===== src/sim_detect_pkg.sv =====
// Purpose: shared constants and types for card presence detection
// Assumes: 20 MHz system clock
// Notes: times kept in their own unit, cycle counts derived from them
package sim_detect_pkg;

  // ************************************************************
  // clock and timing
  // ************************************************************
  localparam int CLK_PERIOD_NS = 50;
  // least settle time of a detect level before it is believed
  localparam int FILTER_TIME_NS = 100000;
  localparam int FILTER_CYCLES = (FILTER_TIME_NS + CLK_PERIOD_NS - 1) / CLK_PERIOD_NS;
  localparam int FILTER_W = 12;
  // card clock is the system clock divided by this (even)
  localparam int CARD_CLK_DIV = 4;
  localparam int DIV_W = 2;
  // card reset held low this many card clocks after the clock starts
  localparam int RST_HOLD_CARD_CLKS = 512;
  localparam int RST_HOLD_CYCLES = RST_HOLD_CARD_CLKS * CARD_CLK_DIV;
  localparam int HOLD_W = 12;

  // ************************************************************
  // reset values and sizes
  // ************************************************************
  localparam int NUM_CARDS = 2;
  localparam logic ENABLE_RESET = 1'b0;
  localparam logic POLARITY_RESET = 1'b1;
  localparam logic LEVEL_RESET = 1'b0;

  // ************************************************************
  // card service states
  // ************************************************************
  typedef enum logic [2:0] {
    SVC_IDLE = 3'b001,
    SVC_RESET = 3'b010,
    SVC_ACTIVE = 3'b100
  } svc_state_type;

endpackage


===== src/detect_lane_if.sv =====
// Purpose: carries one detect pin and its filtered result between modules
// Assumes: single clock domain after the synchroniser in the lane
// Notes: rise and fall are one-cycle pulses
`timescale 1ns/1ps
interface detect_lane_if;
  logic raw;
  logic level;
  logic rise;
  logic fall;
  modport lane (input raw, output level, output rise, output fall);
  modport user (output raw, input level, input rise, input fall);
endinterface


===== src/detect_lane.sv =====
// Purpose: synchronise and debounce one card-detect pin, flag its edges
// Assumes: raw pin asynchronous to clk_sys
// Notes: level starts low, matching the default pull-down
`timescale 1ns/1ps
module detect_lane #(
  parameter int FILTER_CYCLES_P = sim_detect_pkg::FILTER_CYCLES
) (
  input wire logic clk_sys,
  input wire logic reset_n,
  detect_lane_if.lane lane
);

  initial begin
    if (FILTER_CYCLES_P < 1 || FILTER_CYCLES_P >= (1 << sim_detect_pkg::FILTER_W)) begin
      $error("filter count out of range");
    end
  end

  localparam logic [sim_detect_pkg::FILTER_W-1:0] CNT_LAST =
    sim_detect_pkg::FILTER_W'(FILTER_CYCLES_P - 1);

  logic sync1_r, sync2_r;
  logic level_r, level_nxt;
  logic rise_r, rise_nxt;
  logic fall_r, fall_nxt;
  logic [sim_detect_pkg::FILTER_W-1:0] cnt_r, cnt_nxt;

  // ************************************************************
  // settle filter
  // ************************************************************
  // a level must hold for the whole window; bounce restarts it
  always_comb begin
    level_nxt = level_r;
    rise_nxt = 1'b0;
    fall_nxt = 1'b0;
    cnt_nxt = '0;
    if (sync2_r != level_r) begin
      if (cnt_r == CNT_LAST) begin
        level_nxt = sync2_r;
        rise_nxt = sync2_r;
        fall_nxt = !sync2_r;
      end else begin
        cnt_nxt = cnt_r + 1'b1;
      end
    end
  end

  always_ff @(posedge clk_sys or negedge reset_n) begin
    if (!reset_n) begin
      sync1_r <= sim_detect_pkg::LEVEL_RESET;
      sync2_r <= sim_detect_pkg::LEVEL_RESET;
      level_r <= sim_detect_pkg::LEVEL_RESET;
      rise_r <= 1'b0;
      fall_r <= 1'b0;
      cnt_r <= '0;
    end else begin
      sync1_r <= lane.raw;
      sync2_r <= sync1_r;
      level_r <= level_nxt;
      rise_r <= rise_nxt;
      fall_r <= fall_nxt;
      cnt_r <= cnt_nxt;
    end
  end

  assign lane.level = level_r;
  assign lane.rise = rise_r;
  assign lane.fall = fall_r;

  a_level_needs_settle: assert property (
    @(posedge clk_sys) disable iff (!reset_n)
    (level_r != $past(level_r)) |-> ($past(cnt_r) == CNT_LAST && $past(sync2_r) == level_r))
    else $error("level moved before filter window ended");

  a_edge_pulse_match: assert property (
    @(posedge clk_sys) disable iff (!reset_n)
    (sync2_r != level_r && cnt_r == CNT_LAST) |=> ((rise_r && level_r) || (fall_r && !level_r)))
    else $error("settled edge not flagged");

endmodule


===== src/sim_card_presence_detect.sv =====
// Purpose: card presence detection and card line service for two card slots
// Assumes: config and service requests come from logic on clk_sys
// Notes: config applies in the first cycle after reset and at restart; detect pins and card data are synchronised
`timescale 1ns/1ps

// Overview of operation
// - hot-plug detection disabled after reset
// - pull-up only while detection enabled, else pull-down
// - config changes apply only at next restart
// - presence reported by interrupt from detect edges
// - high polarity: rise inserts, fall removes
// - low polarity: fall inserts, rise removes
// - two slots, only one served at once
// - drive card clock, reset, open-drain data
module sim_card_presence_detect #(
  parameter int FILTER_CYCLES_P = sim_detect_pkg::FILTER_CYCLES,
  parameter int RST_HOLD_P = sim_detect_pkg::RST_HOLD_CYCLES
) (
  input wire logic clk_sys,
  input wire logic reset_n,
  input wire logic hotplug_enable_cfg,
  input wire logic hotplug_polarity_cfg,
  input wire logic module_restart_req,
  input wire logic card_detect_first,
  input wire logic card_detect_second,
  output logic pullup_first,
  output logic pullup_second,
  output logic [1:0] card_inserted,
  output logic [1:0] card_removed,
  output logic presence_irq,
  input wire logic card_activate,
  input wire logic card_select,
  input wire logic tx_drive,
  input wire logic tx_data,
  output logic rx_data,
  output logic card_clock_first,
  output logic card_reset_first,
  input wire logic card_io_first_i,
  output logic card_io_first_o,
  output logic card_io_first_oe,
  output logic card_clock_second,
  output logic card_reset_second,
  input wire logic card_io_second_i,
  output logic card_io_second_o,
  output logic card_io_second_oe
);

  initial begin
    if (RST_HOLD_P < 1 || RST_HOLD_P >= (1 << sim_detect_pkg::HOLD_W)) begin
      $error("reset hold count out of range");
    end
  end

  localparam logic [sim_detect_pkg::HOLD_W-1:0] HOLD_LAST =
    sim_detect_pkg::HOLD_W'(RST_HOLD_P - 1);
  localparam logic [sim_detect_pkg::DIV_W-1:0] DIV_LAST =
    sim_detect_pkg::DIV_W'(sim_detect_pkg::CARD_CLK_DIV / 2 - 1);

  // ************************************************************
  // detect lanes
  // ************************************************************
  logic [1:0] pin_raw, lane_level, lane_rise, lane_fall;
  assign pin_raw = {card_detect_second, card_detect_first};

  for (genvar i = 0; i < sim_detect_pkg::NUM_CARDS; i++) begin : g_lane
    detect_lane_if lane_bus ();
    assign lane_bus.raw = pin_raw[i];
    assign lane_level[i] = lane_bus.level;
    assign lane_rise[i] = lane_bus.rise;
    assign lane_fall[i] = lane_bus.fall;
    detect_lane #(.FILTER_CYCLES_P(FILTER_CYCLES_P)) u_lane (
      .clk_sys(clk_sys),
      .reset_n(reset_n),
      .lane(lane_bus.lane)
    );
  end

  // ************************************************************
  // config capture and presence events
  // ************************************************************
  logic init_done_r, init_done_nxt;
  logic en_r, en_nxt;
  logic pol_r, pol_nxt;
  logic [1:0] ins_r, ins_nxt;
  logic [1:0] rem_r, rem_nxt;
  logic irq_r, irq_nxt;
  logic load;

  // config is only sampled in the first cycle after reset or on restart,
  // so a change made while running waits for the next restart
  always_comb begin
    init_done_nxt = 1'b1;
    load = !init_done_r || module_restart_req;
    en_nxt = load ? hotplug_enable_cfg : en_r;
    pol_nxt = load ? hotplug_polarity_cfg : pol_r;
    for (int i = 0; i < sim_detect_pkg::NUM_CARDS; i++) begin
      ins_nxt[i] = en_r && (pol_r ? lane_rise[i] : lane_fall[i]);
      rem_nxt[i] = en_r && (pol_r ? lane_fall[i] : lane_rise[i]);
    end
    irq_nxt = (|ins_nxt) || (|rem_nxt);
  end

  always_ff @(posedge clk_sys or negedge reset_n) begin
    if (!reset_n) begin
      init_done_r <= 1'b0;
      en_r <= sim_detect_pkg::ENABLE_RESET;
      pol_r <= sim_detect_pkg::POLARITY_RESET;
      ins_r <= '0;
      rem_r <= '0;
      irq_r <= 1'b0;
    end else begin
      init_done_r <= init_done_nxt;
      en_r <= en_nxt;
      pol_r <= pol_nxt;
      ins_r <= ins_nxt;
      rem_r <= rem_nxt;
      irq_r <= irq_nxt;
    end
  end

  // pull-down unless detection active; both pins follow the one enable
  assign pullup_first = en_r;
  assign pullup_second = en_r;
  assign card_inserted = ins_r;
  assign card_removed = rem_r;
  assign presence_irq = irq_r;

  // ************************************************************
  // card service
  // ************************************************************
  sim_detect_pkg::svc_state_type state_r, state_nxt;
  logic sel_r, sel_nxt;
  logic [sim_detect_pkg::HOLD_W-1:0] hold_r, hold_nxt;
  logic [sim_detect_pkg::DIV_W-1:0] div_r, div_nxt;
  logic ph_r, ph_nxt;
  logic [1:0] clk_out_r, clk_out_nxt;
  logic [1:0] rst_out_r, rst_out_nxt;
  logic [1:0] oe_r, oe_nxt;
  logic [1:0] io_s1_r, io_s2_r;
  logic rx_r, rx_nxt;

  // one slot at a time: the selection is frozen until service ends
  always_comb begin
    state_nxt = state_r;
    sel_nxt = sel_r;
    hold_nxt = hold_r;
    div_nxt = '0;
    ph_nxt = 1'b0;
    if (state_r != sim_detect_pkg::SVC_IDLE) begin
      div_nxt = (div_r == DIV_LAST) ? '0 : div_r + 1'b1;
      ph_nxt = (div_r == DIV_LAST) ? !ph_r : ph_r;
    end
    case (state_r)
      sim_detect_pkg::SVC_IDLE: begin
        hold_nxt = '0;
        if (card_activate) begin
          sel_nxt = card_select;
          state_nxt = sim_detect_pkg::SVC_RESET;
        end
      end
      sim_detect_pkg::SVC_RESET: begin
        hold_nxt = hold_r + 1'b1;
        if (!card_activate) begin
          state_nxt = sim_detect_pkg::SVC_IDLE;
        end else if (hold_r == HOLD_LAST) begin
          state_nxt = sim_detect_pkg::SVC_ACTIVE;
        end
      end
      sim_detect_pkg::SVC_ACTIVE: begin
        if (!card_activate) begin
          state_nxt = sim_detect_pkg::SVC_IDLE;
        end
      end
      default: begin
        state_nxt = sim_detect_pkg::SVC_IDLE;
      end
    endcase
    for (int i = 0; i < sim_detect_pkg::NUM_CARDS; i++) begin
      clk_out_nxt[i] = (state_r != sim_detect_pkg::SVC_IDLE) && (sel_r == i[0]) && ph_r;
      rst_out_nxt[i] = (state_r == sim_detect_pkg::SVC_ACTIVE) && (sel_r == i[0]);
      oe_nxt[i] = (state_r == sim_detect_pkg::SVC_ACTIVE) && (sel_r == i[0])
        && tx_drive && !tx_data;
    end
    rx_nxt = sel_r ? io_s2_r[1] : io_s2_r[0];
  end

  always_ff @(posedge clk_sys or negedge reset_n) begin
    if (!reset_n) begin
      state_r <= sim_detect_pkg::SVC_IDLE;
      sel_r <= 1'b0;
      hold_r <= '0;
      div_r <= '0;
      ph_r <= 1'b0;
      clk_out_r <= '0;
      rst_out_r <= '0;
      oe_r <= '0;
      io_s1_r <= 2'h3;
      io_s2_r <= 2'h3;
      rx_r <= 1'b1;
    end else begin
      state_r <= state_nxt;
      sel_r <= sel_nxt;
      hold_r <= hold_nxt;
      div_r <= div_nxt;
      ph_r <= ph_nxt;
      clk_out_r <= clk_out_nxt;
      rst_out_r <= rst_out_nxt;
      oe_r <= oe_nxt;
      io_s1_r <= {card_io_second_i, card_io_first_i};
      io_s2_r <= io_s1_r;
      rx_r <= rx_nxt;
    end
  end

  // open-drain data: only ever pulls low
  assign card_clock_first = clk_out_r[0];
  assign card_clock_second = clk_out_r[1];
  assign card_reset_first = rst_out_r[0];
  assign card_reset_second = rst_out_r[1];
  assign card_io_first_o = 1'b0;
  assign card_io_second_o = 1'b0;
  assign card_io_first_oe = oe_r[0];
  assign card_io_second_oe = oe_r[1];
  assign rx_data = rx_r;

  // ************************************************************
  // checks
  // ************************************************************
  a_disabled_no_event: assert property (
    @(posedge clk_sys) disable iff (!reset_n)
    !en_r |=> (ins_r == 2'h0 && rem_r == 2'h0 && !irq_r))
    else $error("presence event while detection disabled");

  a_pullup_at_load: assert property (
    @(posedge clk_sys) disable iff (!reset_n)
    (pullup_first != $past(pullup_first)) |-> ($past(load) && pullup_first == pullup_second))
    else $error("pull-up changed outside restart");

  a_config_held_run: assert property (
    @(posedge clk_sys) disable iff (!reset_n)
    (init_done_r && !module_restart_req) |=> (en_r == $past(en_r) && pol_r == $past(pol_r)))
    else $error("config applied without restart");

  a_irq_follows_event: assert property (
    @(posedge clk_sys) disable iff (!reset_n)
    (en_r && (lane_rise != 2'h0 || lane_fall != 2'h0)) |=> presence_irq ##1 !presence_irq)
    else $error("edge did not give one interrupt pulse");

  a_high_pol_insert: assert property (
    @(posedge clk_sys) disable iff (!reset_n)
    (en_r && pol_r && lane_rise[0]) |=> (card_inserted[0] && !card_removed[0]))
    else $error("high polarity rise not taken as insertion");

  a_low_pol_insert: assert property (
    @(posedge clk_sys) disable iff (!reset_n)
    (en_r && !pol_r && lane_fall[1]) |=> (card_inserted[1] && !card_removed[1]))
    else $error("low polarity fall not taken as insertion");

  a_one_slot_live: assert property (
    @(posedge clk_sys) disable iff (!reset_n)
    $onehot0(clk_out_r | rst_out_r | oe_r) || (clk_out_r | rst_out_r | oe_r) == 2'h0)
    else $error("both card slots driven at once");

  a_reset_after_hold: assert property (
    @(posedge clk_sys) disable iff (!reset_n)
    $rose(state_r == sim_detect_pkg::SVC_ACTIVE) |-> ($past(hold_r) == HOLD_LAST)
      ##1 rst_out_r[sel_r])
    else $error("card reset released before hold time");

endmodule


===== config.mk =====
export PLATFORM = sky130hd
export DESIGN_NAME = sim_card_presence_detect
export DESIGN_NICKNAME = d
export VERILOG_FILES = /design/src/sim_detect_pkg.sv /design/src/detect_lane_if.sv /design/src/detect_lane.sv /design/src/sim_card_presence_detect.sv
export SDC_FILE = /design/constraint.sdc
export NUM_CORES = 1
export LEC_CHECK = 0
export BUFFER_PORTS_ARGS = -buffer_cell sky130_fd_sc_hd__buf_2
export CAP_MARGIN = 5
export CORE_MARGIN = 2
export CORE_UTILIZATION = 58
export CTS_BUF_LIST = sky130_fd_sc_hd__clkbuf_16
export DETAILED_ROUTE_END_ITERATION = 10
export GPL_ROUTABILITY_DRIVEN = 0
export HOLD_SLACK_MARGIN = 0.03
export PLACE_DENSITY_LB_ADDON = 0.1
export SETUP_SLACK_MARGIN = 0.4
export SYNTH_ARGS = -nofsm -noshare
export SYNTH_HDL_FRONTEND = slang
export SYNTH_HIERARCHICAL = 1
export SYNTH_SLANG_ARGS = --single-unit

===== constraint.sdc =====
create_clock -name clk_sys -period 2.1 [get_ports clk_sys]
set_clock_uncertainty 0.1 [all_clocks]
set_input_delay 0.105 -clock clk_sys [delete_from_list [all_inputs] [get_ports clk_sys]]
set_output_delay 0.105 -clock clk_sys [all_outputs]
set_load 0.03 [all_outputs]

-- After elaboration in Yosys (flattened, before gate mapping)
Cells that the tools add are included.
- bits in registers: 72
- output and inout bits: 16
- logic and storage cells: 103
- add/sub/neg operators: 4
- equal/unequal tests: 14
- multiplexer cells: 27
- bitwise operators: 1
- reductions and logical operators: 28
- operators by type and width (cell ; number):
    2-to-1 mux 12 bit ; 4
    adder 12 x 1 -> 12 bit, second input constant ; 3
    == test 12 x 11 -> 1 bit, second input constant ; 3
    case mux 12 bit (2 select lines) ; 1
    2-to-1 mux 1 bit ; 15
    logical AND 1 bit ; 14
    2-to-1 mux 3 bit ; 4
    case mux 3 bit (3 select lines) ; 1
    AND reduction 2 bit ; 3
    zero test 1 bit ; 5
    2-to-1 mux 2 bit ; 2
    != test 2 bit, second input constant ; 2
    OR reduction 2 bit ; 2
    == test 3 x 1 -> 1 bit, second input constant ; 1
    == test 3 x 2 -> 1 bit, second input constant ; 1
    == test 3 bit, second input constant ; 1
    != test 3 x 1 -> 1 bit, second input constant ; 1
    != test 3 bit, second input constant ; 1
    AND reduction 3 bit ; 1
    adder 2 x 1 -> 2 bit, second input constant ; 1
    == test 2 x 1 -> 1 bit, second input constant ; 1
    logical OR 1 bit ; 2
    != test 1 bit ; 2
    != test 2 x 1 -> 1 bit, second input constant ; 1
    other kinds (2) ; 2

-- Depth between registers and ports, before layout
Gate-level depths: netlist (run 1).
- word-level depth: 4
- depth in mapped cells: 6
- gate-level depth less buffers: 4

-- By module
Netlist (run 1), hierarchy kept.
- modules (own cells, without submodules) (module ; instances ; cells each ; area each (um^2) ; seq. area each (um^2)):
    sim_card_presence_detect ; 1 ; 132 ; 1630.3 ; 959.7
    detect_lane ; 2 ; 66 ; 739.5 ; 425.4

-- Least setup slack after synthesis (run 1)
Ideal clock, no wire load.
- path kind: reg-to-reg
- start: register g_lane[0].u_lane/cnt_r[4] (netlist name)
- end: register g_lane[0].u_lane.level_r
- setup time: 0.125 ns
- arrival: 1.639 ns
- required time: 1.875 ns
- slack: 0.236 ns
- cell stages (with the launch flop): 4
- path through: dfrtp_1 -> or4b_1 -> or3_4 -> mux2_4
- cells in the longest elaborated chain, start to end: 2
- ends and longest elaborated chain (element ; line ; text):
    start: declaration ; detect_lane.sv:26 ; logic [sim_detect_pkg::FILTER_W-1:0] cnt_r, cnt_nxt;
    start signal: assignment ; detect_lane.sv:62 ; cnt_r <= cnt_nxt;
    == test 12 x 11 -> 1 bit ; detect_lane.sv:38 ; if (cnt_r == CNT_LAST) begin
    AND reduction 2 bit (no source line) ; n/a ;
    end signal: assignment ; detect_lane.sv:52 ; level_r <= sim_detect_pkg::LEVEL_RESET;
    end signal: assignment ; detect_lane.sv:59 ; level_r <= level_nxt;
    end: declaration ; detect_lane.sv:23 ; logic level_r, level_nxt;
Every way passes these cells.
A chain may end at the register's enable or synchronous reset.

-- Final worst setup path (run 1)
- start: register g_lane[1].u_lane/cnt_r[11] (netlist name)
- end: register g_lane[1].u_lane.level_r
- cells in the longest elaborated chain, start to end: 2
- ends and longest elaborated chain (element ; line):
    start: declaration ; detect_lane.sv:26
    start signal: assignment ; detect_lane.sv:62
    == test 12 x 11 -> 1 bit ; detect_lane.sv:38
    AND reduction 2 bit (no source line) ; n/a
    end signal: assignment ; detect_lane.sv:52
    end signal: assignment ; detect_lane.sv:59
    end: declaration ; detect_lane.sv:23
Every way passes these cells.

==> qor.yml, run 1 <==
outcome:
  outcome: "complete, no violations"
timing:
  max_freq_mhz: 540.5
  slew_viol_final: 0
  final.min_clock_period_ns: 1.850
  finalSetupViolations: 0
  worst_slack_ns: 0.2499
  setup_tns_ns: 0
  rsz0062_at_grt: "yes"
  period_share: 0.8810
  hold_viol: 0
pwr:
  ir_worst_vdd_v: 0.0006608
  p_leak_uw: 0.001721
  p_per_area_nw_per_um2: 910.5
drt:
  drtIter0Drc: 166
  drcViolationCount: 0
  wl_per_cell_um: 15.07
  dr.pass1.iters: 4
  finalWirelength_um: 5997
  via_per_inst: 5.661
  antenna_left: 0
  dr_total_vias: 2253
clocking:
  clock_latency_ns: 0.33
  htree_num_levels: 3
  clk_path_buf_depth: 2
  clkSinkCount: 72
  tritoncts: "built"
  clock-root-buffer: "clkbuf_16"
  clk_pin_slew_worst_paths_ns: 0.06
  cts-buffers-inserted: 9
worst_hold_path:
  hold_path_depth: 3
  min_path_type: "in2reg"
critical_path:
  crit_type: "reg2reg"
  start_kind: "flop"
  crit_family: "simple AND/OR/NAND/NOR gates"
  worstPathArrival_ns: 1.96
  slowest_stage: "or4b_4"
  crit_cells: 3
  required_ns: 2.21
  crit_chain: "or4b_4, or3_4, mux2_4"
  rr_worst_depth: 3
  slowest_delay_ns: 0.54
  endpoint_kind: "flop"
  crit_fanout: 3
  path_buf_inv: 0
floorplanning:
  io_pins: 29
  core_area_um2: 5140
  die_x_um: 77.22
  die_h_um: 77.22
  dieArea_um2: 5962
  num_rows: 26
  start_util: 0.6049
placed_design:
  hpwl_um: 3494
  place_ws_ns: 0.2352
  place_inst: 358
  io_buffers: 26
synth:
  ys_async_sr_fraction: 1.000
  synth.largest_area_cell: "dfrtp_1"
  postSynthCellCount: 264
  synthTopCellsByCount: "65 x dfrtp_1, 19 x o21ai_0, 17 x nand3_1"
  synth_cell_types: 46
  ys_seq_elements: 72
  syn_area_um2: 3109
  ys.flop_type: "dfrtp_1"
  ys_seq_area_frac: 0.5823
  avgSynthCellArea_um2: 11.78
  synth_area_leaders: "dfrtp_1 52%, dfstp_2 5.9%, o21ai_0 3.1%"
  synth_top_area_frac: 0.5231
  yosysWarnings: 6
  synth_most_common_cell: "dfrtp_1"
  synth-edff-count: 0
grt:
  grt_pass1_vias: 2077
  antenna_found_initial: 0
  grt_max_degree: 73
  grt_pass1_wl_um: 9832
  overflow: 0
  grt_use_total: 0.2135
finish:
  area_growth_pct: 25.67
  num_antenna_cells: 0
  final_core_util: 0.7602
  drive_above_1_share: 0.2927
  nets: 339
  layout.cells.non_filler: 398
flow_run:
  cap_violations: 0
==> where the power goes <==
part | switching, µW | internal, µW
logic | 205 | 190
clock network | 571 | 1040
registers | 78.5 | 1480
==> logic make-up after synthesis <==
kind of cell / after synthesis / share of synthesized area
AND/OR/NAND/NOR: 103 / 0.2008
flip-flops: 72 / 0.5823
AO/OA/AOI/OAI: 52 / 0.1087
XOR/XNOR: 11 / 0.03099
multiplexers: 11 / 0.04024
buffers and inverters: 10 / 0.02253
adder cells (fa/ha/maj): 3 / 0.01207
other: 2 / 0.002415
==> registers in the layout, indices dropped and copies added, names as in the netlist, 2 cells and up <==
| signal | cells |
|---|---|
| card_inserted | 2 |
| state_r | 3 |
| io_s2_r | 2 |
| g_lane.u_lane/cnt_r | 24 |
| rst_out_r | 2 |
| g_lane.u_lane/lane.level | 2 |
| card_removed | 2 |
| g_lane.u_lane/sync2_r | 2 |
| hold_r | 12 |
| clk_out_r | 2 |
| io_s1_r | 2 |
| g_lane.u_lane/lane.rise | 2 |
| g_lane.u_lane/lane.fall | 2 |
| div_r | 2 |
| g_lane.u_lane/sync1_r | 2 |
| oe_r | 2 |
==> cell type report <==
class,count,area [µm²]
sequential,72,1813
multi-input combinational,183,1282
fill,350,1232
timing repair buffer,56,399.1
clock buffer,9,225.2
clock inverter,7,96.34
tap,70,87.58
inverter,1,3.754
==> tightest hold or removal path, delay by kind of cell <==
kind	cells	cell delay (ns)
and+or+nand+nor	1	0.14
buffers and inverters	1	0.07
muxes	1	0.17
==> worst paths after layout <==
| check | endpoint | slack (ns) | startpoint |
|---|---|---|---|
| max | g_lane[1].u_lane/lane.level | 0.25 | g_lane[1].u_lane/cnt_r[11] |
| min | pol_r | 0.08 | module_restart_req |
| max reg2reg | g_lane[1].u_lane/lane.level | 0.25 | g_lane[1].u_lane/cnt_r[11] |
| min reg2reg | g_lane[0].u_lane/sync2_r | 0.26 | g_lane[0].u_lane/sync1_r |
| max in group asynchronous | rx_data | 1.33 | reset_n |
| min in group asynchronous | hold_r[8] | 0.24 | reset_n |
==> cells in the final DEF, fill, tap and decap left out, types with 4 or more instances in the layout <==
cell | synthesis | routed
o31ai_1 | 10 | 10
a21oi_1 | 14 | 14
nand2_1 | 14 | 14
mux2i_1 | 5 | 5
dfrtp_1 | 65 | 63
nand4_1 | 9 | 9
xnor2_1 | 5 | 5
clkbuf_16 | 0 | 9
nor3b_2 | 0 | 4
nor2_1 | 14 | 14
dlygate4sd3_1 | 0 | 11
nand3_1 | 17 | 16
buf_4 | 4 | 17
buf_2 | 2 | 26
nor2b_1 | 6 | 6
o21ai_0 | 19 | 18
xor2_1 | 6 | 6
or4_1 | 7 | 7
mux2_2 | 4 | 4
dfstp_2 | 7 | 7
or3_1 | 8 | 8
==> stage by stage <==
step / power [µW] / hold WS [ns] / cell area, µm²
finish: 3558 / 0.08458 / 3908
floorplan: 1813 / -0.2906 / 3114
detailed placement: 1902 / 0.05856 / 3322
global route: 3708 / 0.09578 / 3908
global placement: 1896 / 0.05797 / 3322
CTS: 3555 / 0.07734 / 3819
==> routing by layer <==
metal,GRT usage,share of wire,vias to the layer above
li1,-,-,1084
met1,0.2869,0.45,1115
met2,0.3296,0.50,52
met3,0.06353,0.038,2
met4,0.08036,0.0047,0
met5,0,0,-
==> what timing repair did <==
action	CTS	global route
pin swaps	2	2
hold buffers	11	0
setup buffers	5	8
setup endpoints to repair	32	39
resized for setup	7	10
endpoints found under the hold margin	84	0
No activity file was read; power rests on OpenSTA's default activity.
==> run 2, diff against run 1 <==
--- a/config.mk
+++ b/config.mk
@@ -5,12 +5,12 @@
 export SDC_FILE = /design/constraint.sdc
 export NUM_CORES = 1
 export LEC_CHECK = 0
-export BUFFER_PORTS_ARGS = -buffer_cell sky130_fd_sc_hd__buf_2
 export CAP_MARGIN = 5
 export CORE_MARGIN = 2
-export CORE_UTILIZATION = 58
+export CORE_UTILIZATION = 60
 export CTS_BUF_LIST = sky130_fd_sc_hd__clkbuf_16
 export DETAILED_ROUTE_END_ITERATION = 10
+export DONT_BUFFER_PORTS = 1
 export GPL_ROUTABILITY_DRIVEN = 0
 export HOLD_SLACK_MARGIN = 0.03
 export PLACE_DENSITY_LB_ADDON = 0.1
==> run 2 against run 1 <==
Effect of this change: the run now ends with negative hold slack left; power down 1.8%; clock power about the same; critical endpoint unchanged; sequential cell count stayed put; largest cell class unchanged.
==> qor.yml, run 2 (same netlist as run 1, synthesis figures left out) <==
clocking:
  clock_latency_ns: 0.33
  tritoncts: "built"
  htree_num_levels: 3
  cts-buffers-inserted: 9
  clock-root-buffer: "clkbuf_16"
  cts_hold_buf: 12
  clkSinkCount: 72
  clk_pin_slew_worst_paths_ns: 0.06
  clk_path_buf_depth: 2
finish:
  nets: 313
  top_regs: "g_lane.u_lane/cnt_r x24, hold_r x12, state_r x3"
  design_area_um2: 3782
  layout_commonest_cell: "dfrtp_1"
  mostFrequentLayoutCells: "64 x dfrtp_1, 19 x o21ai_0, 16 x buf_4"
  n_fill_cell: 326
  regArea_um2: 1812
  num_antenna_cells: 0
  area_growth_pct: 21.65
  drive_above_1_share: 0.2318
  largest_register_ffs: 24
  multi_input_comb_area_um2: 1303
  largest_register: "g_lane.u_lane/cnt_r"
drt:
  finalWirelength_um: 5917
  antenna_left: 0
  wl_per_cell_um: 15.91
  dr.pass1.iters: 4
  drtIter0Drc: 150
  via_per_inst: 5.995
  dr_total_vias: 2230
  drcViolationCount: 0
grt:
  antenna_found_initial: 0
  grt_pass1_wl_um: 9915
  grt_max_degree: 73
  grt_pass1_vias: 2143
  grt_use_total: 0.2185
  overflow: 0
pwr:
  switchingPower_uw: 819.4
  power_frac_seq: 0.454
  p_comb_frac: 0.085
  p_leak_uw: 0.001610
  total_power_uw: 3492
  intPower_uw: 2673
  p_per_area_nw_per_um2: 923.4
  switching_share: 0.2346
  ir_worst_vdd_v: 0.0006490
  power_frac_clock: 0.460
critical_path:
  crit_fanout: 4
  crit_type: "reg2reg"
  required_ns: 2.21
  start_kind: "flop"
  slowest_stage: "or4b_4"
  endpoint_kind: "flop"
  path_buf_inv: 0
  slowest_delay_ns: 0.54
  crit_chain: "or4b_4, or3_4, mux2_4"
  worstPathArrival_ns: 1.96
  crit_family: "simple AND/OR/NAND/NOR gates"
floorplanning:
  core_area_um2: 5042
  num_rows: 26
  die_x_um: 75.99
  die_h_um: 75.99
  dieArea_um2: 5774
  io_pins: 29
  start_util: 0.6166
timing:
  setup_tns_ns: 0
  finalSetupViolations: 0
  hold_viol: 72
  final.min_clock_period_ns: 1.849
  period_share: 0.8803
  worst_slack_ns: 0.2514
  rsz0062_at_grt: "yes"
  max_freq_mhz: 541.0
  slew_viol_final: 0
  hold_ws_ns: -0.6323
placed_design:
  place_ws_ns: 0.2322
  io_buffers: 0
  hpwl_um: 3549
  place_area_um2: 3179
outcome:
  outcome: "finished, violations left"
  violations: "negative hold slack"
worst_hold_path:
  min_path_type: "in2async"
flow_run:
  cap_violations: 0
## run 2: layer usage
| layer | global-route usage | share of wire | wire length, µm |
|---|---|---|---|
| met5 | 0 | 0 | 0 |
| met4 | 0.1036 | 0.021 | 125 |
| met3 | 0.04384 | 0.043 | 256 |
| met2 | 0.3455 | 0.51 | 3023 |
| met1 | 0.2948 | 0.42 | 2513 |
## run 2: stage by stage
| stage | std cells | util |
|---|---|---|
| 3_3_place_gp | 332 | 0.6305 |
| 6_report | 372 | 0.7501 |
| 2_1_floorplan | 265 | - |
| 4_1_cts | 368 | 0.7335 |
| 5_1_grt | 372 | 0.7501 |
| 3_5_place_dp | 332 | 0.6305 |
## run 2: power by group through the flow
stage               combinational, µW  sequential (µW)  clock [µW]
finish                            299             1590        1610
global route                      333             1600        1690
CTS                               289             1580        1630
detailed placement                259             1610           0
global placement                  253             1600           0
floorplan                         237             1580           0
## run 2: what timing repair did
| item | in CTS | in global routing |
|---|---|---|
| gates cloned | 0 | 1 |
| gates resized for setup | 5 | 13 |
| endpoints found under the setup margin | 23 | 39 |
| setup buffers | 8 | 3 |
| pin swaps | 5 | 5 |
| hold endpoints to repair | 84 | 72 |
## run 2: cell type report
type / instances / share of cell area
clock buffers: 9 / 0.05954
clock inverters: 7 / 0.02514
inverters: 1 / 0.0009924
multi-input cells: 183 / 0.3444
flip-flops and latches: 72 / 0.4790
well taps: 70 / 0.02316
repair buffers: 30 / 0.06781
## run 2: final timing paths
path / depth (start not counted) / endpoint / from / slack (ns)
max: 3 / g_lane[1].u_lane/lane.level / g_lane[1].u_lane/cnt_r[5] / 0.25
min: 0 / g_lane[0].u_lane/cnt_r[9] / reset_n / -0.63
max reg2reg: 3 / g_lane[1].u_lane/lane.level / g_lane[1].u_lane/cnt_r[5] / 0.25
min reg2reg: 0 / g_lane[1].u_lane/sync2_r / g_lane[1].u_lane/sync1_r / 0.25
max in group asynchronous: 0 / pol_r / reset_n / 2.34
min in group clk_sys: 1 / io_s1_r[0] / card_io_first_i / 0.22
## run 2: worst register-to-register path, cell delays in order (launching register included)
cell	delay [ns]
dfrtp_1	0.39
or4b_4	0.54
or3_4	0.39
mux2_4	0.32
==> run 3, diff against run 2 <==
==> constraint.sdc (replaced) <==
create_clock -name clk_sys -period 2.1 [get_ports clk_sys]
set_clock_uncertainty 0.1 [all_clocks]
set_input_delay 0.105 -clock clk_sys [delete_from_list [all_inputs] [get_ports clk_sys]]
set_output_delay 0.105 -clock clk_sys [all_outputs]
set_load 0.005 [all_outputs]
==> run 3 against run 2 <==
Effect of this change: the flow still finishes with violations (negative hold slack); power up 3.2%; global-route usage up 1.5 points; maximum frequency about the same; critical path depth unchanged; count of clock-buffer cells in the layout unchanged; setup slack better by 0.00062 ns; cell area up 1.5%; largest cell class unchanged; highest routed layer unchanged.
==> qor.yml, run 3 (same netlist as run 1, synthesis figures left out) <==
timing:
  slew_viol_final: 0
  max_freq_mhz: 541.1
  hold_ws_ns: -0.6390
  setup_tns_ns: 0
  worst_slack_ns: 0.2521
  rsz0062_at_grt: "yes"
  final.min_clock_period_ns: 1.848
  hold_viol: 72
  finalSetupViolations: 0
  period_share: 0.8800
pwr:
  power_frac_seq: 0.435
  switchingPower_uw: 804.3
  ir_worst_vdd_v: 0.0008312
  p_leak_uw: 0.001633
  p_per_area_nw_per_um2: 938.8
  switching_share: 0.2232
  p_comb_frac: 0.083
  power_frac_clock: 0.482
  intPower_uw: 2799
outcome:
  outcome: "finished, violations left"
  violations: "negative hold slack"
clocking:
  tritoncts: "built"
  clkSinkCount: 72
  htree_num_levels: 3
  cts_hold_buf: 12
  clk_pin_slew_worst_paths_ns: 0.06
  clock_latency_ns: 0.33
  cts-buffers-inserted: 9
  clk_path_buf_depth: 2
  clock-root-buffer: "clkbuf_16"
drt:
  drcViolationCount: 0
  antenna_left: 0
  dr.pass1.iters: 4
  via_per_inst: 5.837
  wl_per_cell_um: 16.14
  drtIter0Drc: 216
  finalWirelength_um: 6053
  dr_total_vias: 2189
critical_path:
  worstPathArrival_ns: 1.97
  r2r_end: "g_lane[0].u_lane/lane.level"
  required_ns: 2.22
  start_kind: "flop"
  rr_worst_depth: 3
  reg2reg_slack_ns: 0.25
  crit_type: "reg2reg"
  endpoint_kind: "flop"
  crit_fanout: 4
  rr_startpoint: "g_lane[0].u_lane/cnt_r[4]"
finish:
  mostFrequentLayoutCells: "65 x dfrtp_1, 20 x buf_4, 19 x o21ai_0"
  top_regs: "g_lane.u_lane/cnt_r x24, hold_r x12, state_r x3"
  nets: 316
  area_growth_pct: 23.46
  drive_above_1_share: 0.2393
  n_fill_cell: 309
  layout_commonest_cell: "dfrtp_1"
  largest_register: "g_lane.u_lane/cnt_r"
  num_antenna_cells: 0
  largest_register_ffs: 24
floorplanning:
  io_pins: 29
  die_h_um: 75.99
  num_rows: 26
  core_area_um2: 5042
  dieArea_um2: 5774
  die_x_um: 75.99
  start_util: 0.6166
grt:
  overflow: 0
  grt_max_degree: 73
  grt_use_total: 0.2334
  grt_pass1_vias: 2173
  antenna_found_initial: 0
  grt_pass1_wl_um: 10340
placed_design:
  place_ws_ns: 0.2337
  io_buffers: 0
  hpwl_um: 3448
worst_hold_path:
  min_path_type: "in2async"
flow_run:
  cap_violations: 0
## run 3: worst max path at each step
stage,start,to,slack [ns]
after floorplan,g_lane[0].u_lane/cnt_r[5],g_lane[0].u_lane/lane.level,0.29
after global placement,g_lane[0].u_lane/cnt_r[5],g_lane[0].u_lane/lane.level,0.26
after detailed placement,g_lane[0].u_lane/cnt_r[5],g_lane[0].u_lane/lane.level,0.23
after CTS,g_lane[0].u_lane/cnt_r[5],g_lane[0].u_lane/lane.level,0.25
after global routing,g_lane[0].u_lane/cnt_r[4],g_lane[0].u_lane/lane.level,0.23
final,g_lane[0].u_lane/cnt_r[4],g_lane[0].u_lane/lane.level,0.25
## run 3: cell type report
type | count | area (µm²) | area share
timing repair buffer | 33 | 275.3 | 0.07171
clock buffer | 9 | 225.2 | 0.05867
sequential | 72 | 1810 | 0.4716
inverter | 1 | 3.754 | 0.0009778
clock inverter | 7 | 118.9 | 0.03096
multi-input combinational | 183 | 1318 | 0.3432
tap | 70 | 87.58 | 0.02282
## run 3: metal layers
metal,wire length (µm),up-vias,global-route usage
li1,-,1048,-
met2,2962,51,0.3589
met3,241,8,0.09005
met5,0,-,0
met1,2749,1082,0.2992
met4,100,0,0.09818
## run 3: power by group through the flow
stage               Combinational (µW)  Clock, µW  Sequential [µW]
global placement                   239          0             1580
CTS                                273       1770             1560
detailed placement                 246          0             1590
floorplan                          229          0             1550
finish                             299       1740             1570
global route                       332       1840             1580
## run 3: timing repair
item | 4_1_cts | 5_1_grt
cloned | 0 | 1
pin swaps | 3 | 7
setup endpoints to repair | 20 | 40
setup buffers | 9 | 6
hold endpoints to repair | 84 | 72
resized for setup | 6 | 13
## run 3: critical path, cell delays in order, from the launching register on
cell     delay [ns]
dfrtp_1        0.39
or4b_4         0.54
or3_4          0.41
mux2_4         0.30
## run 3: metrics by stage
step	util	hold slack, ns	cells	instance area [µm²]	power, µW
2_1_floorplan	-	-0.2906	265	3114	1780
3_3_place_gp	0.6290	-0.2892	331	3172	1822
3_5_place_dp	0.6290	-0.2890	331	3172	1833
4_1_cts	0.7395	-0.6505	368	3729	3602
5_1_grt	0.7613	-0.6639	375	3839	3757
6_report	0.7613	-0.6390	375	3839	3604
